**src/include/pdw_pkg.sv**
```systemverilog
// Purpose: Shared constants and carriers for the DMA control and slave window block
// Assumes: 32-bit register data, byte offsets as printed
// Notes: Range mask reset chosen by window size parameter in the top
package pdw_pkg;
   localparam logic [7:0] OFF_DMA0_CSR = 8'ha8;
   localparam logic [7:0] OFF_DMA0_UPPER = 8'hb4;
   localparam logic [7:0] OFF_WIN_RANGE = 8'hf0;
   localparam logic [7:0] OFF_WIN_REMAP = 8'hf4;
   localparam int CSR_ENABLE_BIT = 0;
   localparam int CSR_START_BIT = 1;
   localparam int CSR_CLRINT_BIT = 3;
   localparam int CSR_DONE_BIT = 4;
   localparam logic RST_ENABLE = 1'b0;
   localparam logic RST_DONE = 1'b1;
   localparam logic RST_WIN_EN = 1'b1;
   localparam logic [31:0] RST_UPPER = 32'h0000_0000;
   localparam logic [27:0] RST_REMAP = 28'h000_0000;
   localparam logic [27:0] RANGE_2MB = 28'hffe_0000;
   localparam logic [27:0] RANGE_256MB = 28'hf00_0000;

   // Register access request
   typedef struct packed {
      logic wr;
      logic rd;
      logic [7:0] addr;
      logic [31:0] wdata;
   } pdw_reg_req_t;

   // Host-side slave access as seen on the PCI side
   typedef struct packed {
      logic valid;
      logic [31:0] addr;
   } pdw_slv_req_t;

   // Forwarded local access
   typedef struct packed {
      logic valid;
      logic [31:0] addr;
   } pdw_loc_req_t;

   // Launch toward the transfer engine
   typedef struct packed {
      logic start;
      logic dual_addr;
      logic [31:0] upper;
   } pdw_dma_cmd_t;
endpackage : pdw_pkg

```
**src/rtl/pdw_bridge.sv**
```systemverilog
// Purpose: DMA channel 0 command/status and direct-slave window registers
// Assumes: Register port synchronous to clk; reads answer one cycle later
// Notes: Transfer engine lies outside and reports completion by pulse
//
// Overview of operation
// Bit 0 enables channel, readable, resets zero
// Disabled channel never begins a transfer
// Bit 1 write starts enabled channel, reads zero
// Bit 3 write clears channel interrupts
// Bit 4 reads done, one after reset
// Bits 2 and 7:5 read zero
// Upper register feeds dual address cycle
// Zero upper address means single cycle
// Range bit 0 and 3:1 read zero
// Range 31:4 read-only mask, size-dependent reset
// Decoder compares only mask-one address bits
// Remap bit 0 enables window, resets one; here hard-wired on, writes ignored
// Offset forwarded above writable local base
// Host keeps remap multiple of window size
// Disabled start ignored; launch clears done; here a completion in the same cycle wins
`timescale 1ns/1ps
module pdw_bridge #(
   parameter logic [27:0] RANGE_RESET = pdw_pkg::RANGE_2MB
) (
   input wire logic clk,
   input wire logic rst,
   input wire pdw_pkg::pdw_reg_req_t reg_req,
   output logic [31:0] reg_rdata,
   output logic reg_rvalid,
   input wire logic dma_done,
   output pdw_pkg::pdw_dma_cmd_t dma_cmd,
   output logic dma_int_clear,
   input wire logic [31:0] host_base,
   input wire pdw_pkg::pdw_slv_req_t slv_req,
   output pdw_pkg::pdw_loc_req_t loc_req
);
   import pdw_pkg::*;

   // -----------------------------
   // State
   // -----------------------------
   typedef struct packed {
      logic enable;
      logic done;
      logic [31:0] upper;
      logic [27:0] remap;
      logic [31:0] rdata;
      logic rvalid;
      pdw_dma_cmd_t cmd;
      logic int_clear;
   } pdw_state_t;

   pdw_state_t state_reg;
   pdw_state_t state_next;
   logic [7:0] csr_word;
   logic [7:0] wbyte;
   logic sel_csr;
   logic sel_upper;
   logic sel_range;
   logic sel_remap;
   logic csr_write;
   logic upper_write;
   logic remap_write;
   logic launch_req;
   logic clear_req;
   logic [31:0] csr_rword;
   logic [31:0] range_rword;
   logic [31:0] remap_rword;
   logic [31:0] read_word;
   logic [27:0] win_mask;
   logic win_enable;

   // -----------------------------
   // Address decode
   // -----------------------------
   always_comb begin
      sel_csr = 1'b0;
      sel_upper = 1'b0;
      sel_range = 1'b0;
      sel_remap = 1'b0;
      if (reg_req.addr == OFF_DMA0_CSR) begin
         sel_csr = 1'b1;
      end else if (reg_req.addr == OFF_DMA0_UPPER) begin
         sel_upper = 1'b1;
      end else if (reg_req.addr == OFF_WIN_RANGE) begin
         sel_range = 1'b1;
      end else if (reg_req.addr == OFF_WIN_REMAP) begin
         sel_remap = 1'b1;
      end
   end

   // -----------------------------
   // Write strobes
   // -----------------------------
   // A write and a read in one cycle both act; the read sees old data
   assign wbyte = reg_req.wdata[7:0];
   assign csr_write = reg_req.wr && sel_csr;
   assign upper_write = reg_req.wr && sel_upper;
   // No strobe for the range mask, it is fixed by the build
   assign remap_write = reg_req.wr && sel_remap;
   // Enable taken from the same byte, so one write may enable and start
   assign launch_req = csr_write && wbyte[CSR_START_BIT] && wbyte[CSR_ENABLE_BIT];
   assign clear_req = csr_write && wbyte[CSR_CLRINT_BIT];

   // -----------------------------
   // Read words
   // -----------------------------
   always_comb begin
      // Start and clear bits never read back
      csr_word = 8'h00;
      // Bit 2 and bits 7:5 stay zero
      csr_word[CSR_ENABLE_BIT] = state_reg.enable;
      csr_word[CSR_DONE_BIT] = state_reg.done;
      csr_rword = {24'h00_0000, csr_word};
      // Space indicator and reserved bits read zero
      range_rword = 32'h0000_0000;
      range_rword[31:4] = RANGE_RESET;
      remap_rword = 32'h0000_0000;
      remap_rword[31:4] = state_reg.remap;
      // Window enable is hard-wired on
      remap_rword[0] = RST_WIN_EN;
      read_word = 32'h0000_0000;
      // Unmapped offsets read as zero
      if (sel_csr) begin
         read_word = csr_rword;
      end else if (sel_upper) begin
         read_word = state_reg.upper;
      end else if (sel_range) begin
         read_word = range_rword;
      end else if (sel_remap) begin
         read_word = remap_rword;
      end
   end

   // -----------------------------
   // Next state
   // -----------------------------
   always_comb begin
      state_next = state_reg;
      // Start and clear are single-cycle pulses
      state_next.cmd.start = launch_req;
      state_next.int_clear = clear_req;
      state_next.rvalid = reg_req.rd;
      state_next.rdata = 32'h0000_0000;

      if (csr_write) begin
         state_next.enable = wbyte[CSR_ENABLE_BIT];
      end
      // A start with enable low leaves done set
      if (launch_req) begin
         state_next.done = 1'b0;
      end
      // Completion wins over a launch in the same cycle
      if (dma_done) begin
         state_next.done = 1'b1;
      end

      if (upper_write) begin
         state_next.upper = reg_req.wdata;
      end
      if (remap_write) begin
         // Alignment to window size is left to software
         state_next.remap = reg_req.wdata[31:4];
      end
      // Launch carries the address that takes effect with it
      state_next.cmd.upper = state_next.upper;
      state_next.cmd.dual_addr = (state_next.upper != 32'h0000_0000);

      // Reads see the state before any write of the same cycle
      if (reg_req.rd) begin
         state_next.rdata = read_word;
      end

      if (rst) begin
         state_next.enable = RST_ENABLE;
         state_next.done = RST_DONE;
         state_next.upper = RST_UPPER;
         state_next.remap = RST_REMAP;
         state_next.rdata = 32'h0000_0000;
         state_next.rvalid = 1'b0;
         state_next.cmd.start = 1'b0;
         state_next.cmd.dual_addr = 1'b0;
         state_next.cmd.upper = RST_UPPER;
         state_next.int_clear = 1'b0;
      end
   end

   // -----------------------------
   // Registers
   // -----------------------------
   // Synchronous reset is folded into the next-state logic
   always_ff @(posedge clk) begin
      state_reg <= state_next;
   end

   // -----------------------------
   // Outputs
   // -----------------------------
   // All outputs are flop fields of the state
   assign reg_rdata = state_reg.rdata;
   assign reg_rvalid = state_reg.rvalid;
   assign dma_cmd = state_reg.cmd;
   assign dma_int_clear = state_reg.int_clear;

   // -----------------------------
   // Slave window
   // -----------------------------
   // Mask and enable are build constants; only the remap base is live
   // Decoder adds one cycle between host request and local request
   assign win_mask = RANGE_RESET;
   assign win_enable = RST_WIN_EN;

   pdw_window_decode u_decode (
      .clk(clk),
      .rst(rst),
      .slv_req(slv_req),
      .host_base(host_base),
      .range_mask(win_mask),
      .local_base(state_reg.remap),
      .win_en(win_enable),
      .loc_req(loc_req)
   );
endmodule : pdw_bridge

```
**src/rtl/pdw_window_decode.sv**
```systemverilog
// Purpose: Masked compare of a host address and remap onto local space 1
// Assumes: Mask and base are 28-bit fields for address bits 31:4
// Notes: Registered one cycle
`timescale 1ns/1ps
module pdw_window_decode (
   input wire logic clk,
   input wire logic rst,
   input wire pdw_pkg::pdw_slv_req_t slv_req,
   input wire logic [31:0] host_base,
   input wire logic [27:0] range_mask,
   input wire logic [27:0] local_base,
   input wire logic win_en,
   output pdw_pkg::pdw_loc_req_t loc_req
);
   import pdw_pkg::*;

   typedef struct packed {
      pdw_loc_req_t loc;
   } pdw_dec_state_t;

   pdw_dec_state_t state_reg;
   pdw_dec_state_t state_next;
   logic hit;
   logic [31:0] mask32;

   always_comb begin
      state_next = state_reg;
      mask32 = {range_mask, 4'h0};
      // Only mask-one bits take part in the compare
      hit = win_en && (((slv_req.addr ^ host_base) & mask32) == 32'h0);
      state_next.loc.valid = slv_req.valid && hit;
      // Offset below the mask rides over onto the local base
      state_next.loc.addr = ({local_base, 4'h0} & mask32) | (slv_req.addr & ~mask32);
      if (rst) begin
         state_next = '0;
      end
   end

   always_ff @(posedge clk) begin
      state_reg <= state_next;
   end

   assign loc_req = state_reg.loc;
endmodule : pdw_window_decode
```
**config.mk**
```make
export PLATFORM = sky130hd
export DESIGN_NAME = pdw_bridge
export DESIGN_NICKNAME = d
export VERILOG_FILES = /design/src/include/pdw_pkg.sv /design/src/rtl/pdw_bridge.sv /design/src/rtl/pdw_window_decode.sv
export SDC_FILE = /design/constraint.sdc
export NUM_CORES = 1
export LEC_CHECK = 0
export BUFFER_PORTS_ARGS = -buffer_cell sky130_fd_sc_hd__buf_2
export CAP_MARGIN = 20
export CORE_MARGIN = 2
export CORE_UTILIZATION = 46
export CTS_BUF_LIST = sky130_fd_sc_hd__clkbuf_8
export DETAILED_ROUTE_END_ITERATION = 7
export HOLD_SLACK_MARGIN = 0.06
export PLACE_DENSITY = 0.79
export SYNTH_ARGS = -nofsm -noshare
export SYNTH_HDL_FRONTEND = slang
export SYNTH_SLANG_ARGS = --single-unit
```
**constraint.sdc**
```tcl
create_clock -name clk -period 4.1 [get_ports clk]
set_input_delay 0.82 -clock clk [delete_from_list [all_inputs] [get_ports clk]]
set_output_delay 0.82 -clock clk [all_outputs]
set_load 0.05 [all_outputs]
```
==> load_flow_metrics.sql, run 1 <==
INSERT INTO impl_metrics (metric_group, metric, value, unit) VALUES
('global_routing', 'grt_pass1_wl', '20.78', 'mm'),
('critical_path', 'end_kind', 'flop', ''),
('sta', 'timing.clock.skew', '0.006262', 'ns'),
('synth', 'synth-seq-cells', '131', ''),
('clocking', 'cts_hold_buffers', '0', ''),
('clocking', 'clkSinkCount', '131', ''),
('clocking', 'clk_pin_slew_worst_paths', '0.08', 'ns'),
('die', 'std_cell_rows', '36', ''),
('critical_path', 'crit_path_max_fanout', '17', ''),
('synth', 'synth.top_cells.by_area', 'dfxtp_1 57%, nand2_1 10%, a21oi_1 7.9%', ''),
('detailed_routing', 'drt_first_iter_violations', '212', ''),
('synth', 'synth_top_flop_cell', 'dfxtp_1', ''),
('outcome', 'outcome', 'complete, no violations', ''),
('detailed_routing', 'post-route-drc-count', '0', ''),
('sta', 'final.period_utilization', '57.11', '%'),
('sta', 'setup_violations', '0', ''),
('placed_design', 'place.detailed.hpwl', '9.108', 'mm'),
('sta', 'timing_worst_slew_pin_value', '1.099', 'ns'),
('clocking', 'cts.path.max_buffers', '2', ''),
('cells_and_area', 'regArea', '0.002623', 'mm2'),
('die', 'floorplan.initialDensity', '47.47', '%'),
('clocking', 'total_setup_buffers_inserted_after_cts', '0', ''),
('detailed_routing', 'drt-vias-per-instance', '5.173', ''),
('die', 'die_h', '104.4', 'um'),
('global_routing', 'track_usage', '23.91', '%'),
('critical_path', 'worstPathRequired', '4.45', 'ns'),
('sta', 'setup-tns-final', '0', 'ns'),
('sta', 'finalMaxSlewViolations', '0', ''),
('die', 'die_width', '104.4', 'um'),
('cells_and_area', 'area_delta_synth_final', '29.10', '%'),
('synth', 'synth_area_per_cell', '9.169', 'um2'),
('die', 'design.core.area', '0.009774', 'mm2'),
('critical_path', 'regToRegSetupSlack', '2.71', 'ns'),
('global_routing', 'groute.layer.met3.usage', '5.952', '%'),
('synth', 'yosysWarningCount', '0', ''),
('critical_path', 'data_arrival_time_of_the_worst_path', '2.69', 'ns'),
('power_and_ir_drop', 'power-per-cell-area', '425.8', 'mW/mm2'),
('critical_path', 'setup.worst_path.class', 'input pin to flop', ''),
('synth', 'synth_largest_type_area_fraction', '56.53', '%'),
('cells_and_area', 'final_nets', '796', ''),
('sta', 'maxClockFrequency', '427.1', 'MHz'),
('cells_and_area', 'filler_cell_count', '876', ''),
('clocking', 'post_cts_resized', '0', ''),
('power_and_ir_drop', 'power.static_leakage', '2.559', 'nW'),
('cells_and_area', 'multi_input_comb_area', '0.001790', 'mm2'),
('die', 'floorplan_die_area', '0.01090', 'mm2'),
('clocking', 'clock_tree.htree_level_count', '4', ''),
('synth', 'async_reset_ff_share', '0', '%'),
('synth', 'netlist_instances', '506', ''),
('detailed_routing', 'drt_pre_antenna_iters', '5', ''),
('synth', 'post-synth-top-count-cell', 'dfxtp_1', ''),
('sta', 'fin_worst_hold_slack', '0.4614', 'ns'),
('global_routing', 'grt.met1_usage', '27.72', '%'),
('clocking', 'clkLatencyLatePin', '0.42', 'ns'),
('clocking', 'tritoncts_clock_tree', 'yes', ''),
('synth', 'netlist-cell-type-count', '36', ''),
('global_routing', 'first_global_vias', '4214', ''),
('synth', 'seq_area_frac_synth', '56.53', '%'),
('global_routing', 'number_of_antenna_violations_at_the_first_check_in_global_routing', '0', ''),
('synth', 'synthTopCellsByCount', '131 x dfxtp_1, 123 x nand2_1, 73 x a21oi_1', ''),
('sta', 'maxSlewHeadroom', '26.77', '%'),
('detailed_routing', 'routed-via-count', '4304', ''),
('synth', 'synth_area', '0.004639', 'mm2'),
('global_routing', 'grt_max_degree', '75', ''),
('synth', 'synth_fp_nets', '616', ''),
('synth', 'number_of_enable_flip_flop_cells_after_synthesis', '0', ''),
('detailed_routing', 'antenna_violating_nets_post_route', '0', ''),
('cells_and_area', 'antenna_cells', '0', ''),
('clocking', 'root_buffer', 'clkbuf_8', ''),
('cells_and_area', 'final_layout_size_suffix_gt1_share', '33.48', '%'),
('detailed_routing', 'route.detailed.wl_per_inst', '15.44', 'um');
cells in the final DEF (no fill, tap or decap), drive strengths merged, types with 4 or more instances in the layout:
master / count
a21oi: 73
a22oi: 27
and3: 6
buf: 196
clkbuf: 17
clkinvlp: 4
dfxtp: 131
inv: 8
nand2: 123
nand3: 4
nand4: 7
nor2: 18
nor2b: 32
nor3: 6
nor4: 16
xnor2: 10
layer usage:
layer  part of all wire, %  vias to the layer above
li1                      -                     2076
met1                    39                     2004
met2                    52                      204
met3                   7.2                       20
met4                   1.5                        0
met5                     0                        -
worst paths after layout:
kind,end,start,cells past startpoint
worst max-delay path,reg_rdata[23],reg_req[35],6
worst min-delay path,remap_rword[20],remap_rword[20],2
worst max register to register,dma_cmd[32],dma_cmd[24],4
worst min register to register,remap_rword[20],remap_rword[20],2
sequential cells by signal (all words and copies together) (netlist names):
signal and flops:
u_decode.loc_req 33, remap_rword 28, dma_cmd 34, dma_int_clear 1, csr_rword 2, reg_rdata 32
reg_rvalid 1
stage by stage:
| step | area [um2] | setup WS [ns] | total power, mW | instances |
|---|---|---|---|---|
| 3_5_place_dp | 5584 | 1.319 | 1.483 | 800 |
| 5_1_grt | 5989 | 1.644 | 2.647 | 832 |
| 4_1_cts | 5989 | 1.792 | 2.575 | 832 |
| 6_report | 5989 | 1.759 | 2.550 | 832 |
| 3_3_place_gp | 5584 | 1.414 | 1.479 | 800 |
| 2_1_floorplan | 4639 | 2.056 | 1.410 | 506 |
power breakdown:
| group | switching, mW | internal, mW | total (mW) |
|---|---|---|---|
| clock | 0.540 | 0.557 | 1.10 |
| sequential | 0.00335 | 1.28 | 1.29 |
| combinational | 0.108 | 0.0584 | 0.166 |
| total | 0.651 | 1.90 | 2.55 |
worst max-delay path, cell delays in order:
cell	delay, ns
buf_2	0.13
nor4b_4	0.43
and2_1	0.66
buf_4	0.36
a22oi_1	0.10
a21oi_1	0.18
logic make-up after synthesis:
kind of cell / after synthesis / synth area share (%)
compound gates: 103 / 12.84
xor+xnor: 11 / 2.077
buf+inv: 36 / 4.881
flops: 131 / 56.53
mux: 1 / 0.2158
simple gates: 224 / 23.46
final cells by class:
class	instances	area share (%)
Multi-Input combinational cell	339	29.89
Clock inverter	15	2.862
Timing Repair Buffer	196	16.71
Sequential cell	131	43.79
Clock buffer	17	3.906
Inverter	1	0.06267
Tap cell	133	2.778
(Power assumes the default switching activity.)
==> run 2: changes to the inputs <==
Clock period 4.1 ns to 2.3 ns, I/O delays scaled along.
==> run 2 against run 1 <==
Net effect: first-iteration DRC count rose by 46%; critical path type is now flop to output pin; highest routed layer unchanged; via count is 1.2% higher; worst setup slack lost 1.1 ns; clock skew up 0.0032 ns; cell count increased by 0.60%; utilization grew 1.3 points.
==> load_flow_metrics.sql, run 2 (same netlist as run 1, synthesis figures left out) <==
INSERT INTO impl_metrics (metric_group, metric, value, unit) VALUES
('outcome', 'outcome', 'complete, no violations', ''),
('detailed_routing', 'drt-vias-per-instance', '5.202', ''),
('detailed_routing', 'drt_pre_antenna_iters', '5', ''),
('sta', 'finalMaxSlewViolations', '0', ''),
('sta', 'grt_setup_unrepaired', 'false', ''),
('critical_path', 'element_type_at_the_critical_path_start', 'flop', ''),
('sta', 'maxSlewHeadroom', '68.67', '%'),
('detailed_routing', 'route.detailed.wl_per_inst', '15.36', 'um'),
('sta', 'final.period_utilization', '71.86', '%'),
('cells_and_area', 'number_of_flip_flops_in_the_largest_register', '34', ''),
('die', 'floorplan_die_area', '0.01090', 'mm2'),
('critical_path', 'critPathTopFamily', 'flip-flops', ''),
('clocking', 'cts.path.max_buffers', '2', ''),
('sta', 'setup_violations', '0', ''),
('power_and_ir_drop', 'power_frac_comb', '6.3', '%'),
('power_and_ir_drop', 'total_power', '4.777', 'mW'),
('detailed_routing', 'antenna_violating_nets_post_route', '0', ''),
('cells_and_area', 'multi_input_comb_area', '0.001790', 'mm2'),
('clocking', 'clock_tree.htree_level_count', '4', ''),
('power_and_ir_drop', 'power_frac_seq', '48.0', '%'),
('cells_and_area', 'finalInstanceArea', '0.006115', 'mm2'),
('critical_path', 'worst_path_largest_cell_delay', '0.45', 'ns'),
('global_routing', 'grt_remaining_overflow', '0', ''),
('sta', 'setup-tns-final', '0', 'ns'),
('clocking', 'root_buffer', 'clkbuf_8', ''),
('placed_design', 'placement.io_buffers', '189', ''),
('worst_hold_path', 'worst_hold_stages', '2', ''),
('clocking', 'total_setup_buffers_inserted_after_cts', '0', ''),
('die', 'die_h', '104.4', 'um'),
('critical_path', 'critical_path.cell_chain', 'buf_2', ''),
('placed_design', 'place.detailed.hpwl', '8.960', 'mm'),
('critical_path', 'setup.worst_path.class', 'flop to output pin', ''),
('power_and_ir_drop', 'power-per-cell-area', '781.3', 'mW/mm2'),
('detailed_routing', 'drt_first_iter_violations', '309', ''),
('power_and_ir_drop', 'p_switching', '1.165', 'mW'),
('clocking', 'cts_buffer_count', '17', ''),
('cells_and_area', 'final_nets', '801', ''),
('cells_and_area', 'antenna_cells', '0', ''),
('critical_path', 'end_kind', 'output pin', ''),
('critical_path', 'reg2regPathDepth', '4', ''),
('placed_design', 'setup_slack_at_placement', '0.3567', 'ns'),
('detailed_routing', 'post-route-drc-count', '0', ''),
('clocking', 'clkLatencyLatePin', '0.42', 'ns'),
('power_and_ir_drop', 'cell_internal_pwr', '3.613', 'mW'),
('critical_path', 'critical_path.slowest_cell', 'dfxtp_1', ''),
('sta', 'fin_worst_hold_slack', '0.2363', 'ns'),
('global_routing', 'number_of_antenna_violations_at_the_first_check_in_global_routing', '0', ''),
('sta', 'timing.clock.skew', '0.009495', 'ns'),
('placed_design', 'place_congestion', '0.8159', ''),
('critical_path', 'cp_num_cells', '1', ''),
('placed_design', 'dp.cells', '805', ''),
('critical_path', 'worstPathRequired', '1.84', 'ns'),
('worst_hold_path', 'min-delay-start', 'dma_done', ''),
('global_routing', 'grt_pass1_wl', '20.45', 'mm'),
('global_routing', 'track_usage', '23.25', '%'),
('detailed_routing', 'routed_wirelength', '12.86', 'mm'),
('power_and_ir_drop', 'power.share.switching', '24.38', '%'),
('cells_and_area', 'final_layout_size_suffix_gt1_share', '33.95', '%'),
('critical_path', 'crit_path_max_fanout', '4', ''),
('power_and_ir_drop', 'power.static_leakage', '2.629', 'nW'),
('cells_and_area', 'final_core_utilization', '62.56', '%'),
('sta', 'final_critical_path_setup_slack', '0.6473', 'ns'),
('worst_hold_path', 'holdCritPathClass', 'input pin to flop', ''),
('clocking', 'post_cts_resized', '0', ''),
('cells_and_area', 'area_delta_synth_final', '31.80', '%'),
('critical_path', 'path_buf_inv', '1', ''),
('job', 'drv_cap', '0', ''),
('global_routing', 'first_global_vias', '4157', ''),
('global_routing', 'grt_max_degree', '81', ''),
('sta', 'maxClockFrequency', '605.1', 'MHz'),
('power_and_ir_drop', 'share_clk_of_total_power', '45.7', '%'),
('clocking', 'clkSinkCount', '131', ''),
('critical_path', 'setup.worst_path.start', 'dma_cmd[26]', ''),
('clocking', 'cts_hold_buffers', '0', ''),
('sta', 'clock_period_minus_worst_slack', '1.653', 'ns'),
('die', 'top_level_ports', '211', ''),
('die', 'floorplan.initialDensity', '47.47', '%'),
('power_and_ir_drop', 'max-vdd-ir-drop', '0.0006326', 'V'),
('critical_path', 'worstReg2RegStart', 'dma_cmd[24]', ''),
('clocking', 'clk_pin_slew_worst_paths', '0.08', 'ns'),
('clocking', 'tritoncts_clock_tree', 'yes', ''),
('cells_and_area', 'layoutNonFillerInstCount', '837', ''),
('die', 'die_width', '104.4', 'um'),
('die', 'std_cell_rows', '36', ''),
('placed_design', 'dpl-instance-area', '0.005659', 'mm2'),
('critical_path', 'data_arrival_time_of_the_worst_path', '1.19', 'ns'),
('die', 'design.core.area', '0.009774', 'mm2'),
('cells_and_area', 'regArea', '0.002623', 'mm2'),
('cells_and_area', 'top_library_cells_by_usage_in_the_layout_fill_and_taps_aside', '188 x buf_2, 131 x dfxtp_1, 123 x nand2_1', ''),
('detailed_routing', 'routed-via-count', '4354', ''),
('cells_and_area', 'layout_commonest_cell', 'buf_2', ''),
('cells_and_area', 'filler_cell_count', '835', ''),
('sta', 'report.final.hold_viol_count', '0', ''),
('sta', 'timing_worst_slew_pin_value', '0.4657', 'ns');
==> run 2: cell count changes in the layout (fill, tap and decap cells not counted) <==
cell        change
buf_12          +3
buf_4           +2
bufinv_16       +2
clkinv_4        +4
clkinvlp_4      -4
inv_6           -3
inv_8           +1
==> run 2: area by class of cell <==
class                   instances  share of cell area [%]
clock buffers                  17                   3.826
clock inverters                15                   3.622
inverters                       1                 0.06139
multi-input cells             339                   29.28
flip-flops and latches        131                   42.89
well taps                     133                   2.722
repair buffers                201                   17.60
==> run 2: power by group through the flow <==
stage               combinational, mW  sequential, mW  clock (mW)
floorplan                      0.0884            2.43           0
finish                          0.302            2.29        2.18
CTS                             0.301            2.29        2.21
global placement                0.294            2.35           0
detailed placement              0.299            2.35           0
global route                    0.321            2.30        2.31
==> run 2: layer usage <==
layer	global-route usage, %	share of wire, %	vias to the layer above
li1	-	-	2088
met1	27.81	40	2046
met2	41.27	51	200
met3	5.013	6.6	20
met4	7.625	1.6	0
met5	0	0	-
==> run 2: path summary, 6_finish.rpt <==
kind | endpoint | slack, ns
setup reg to reg | dma_cmd[32] | 0.90
hold / removal | csr_rword[4] | 0.24
setup / recovery | dma_cmd[26] | 0.65
hold reg to reg | remap_rword[18] | 0.46
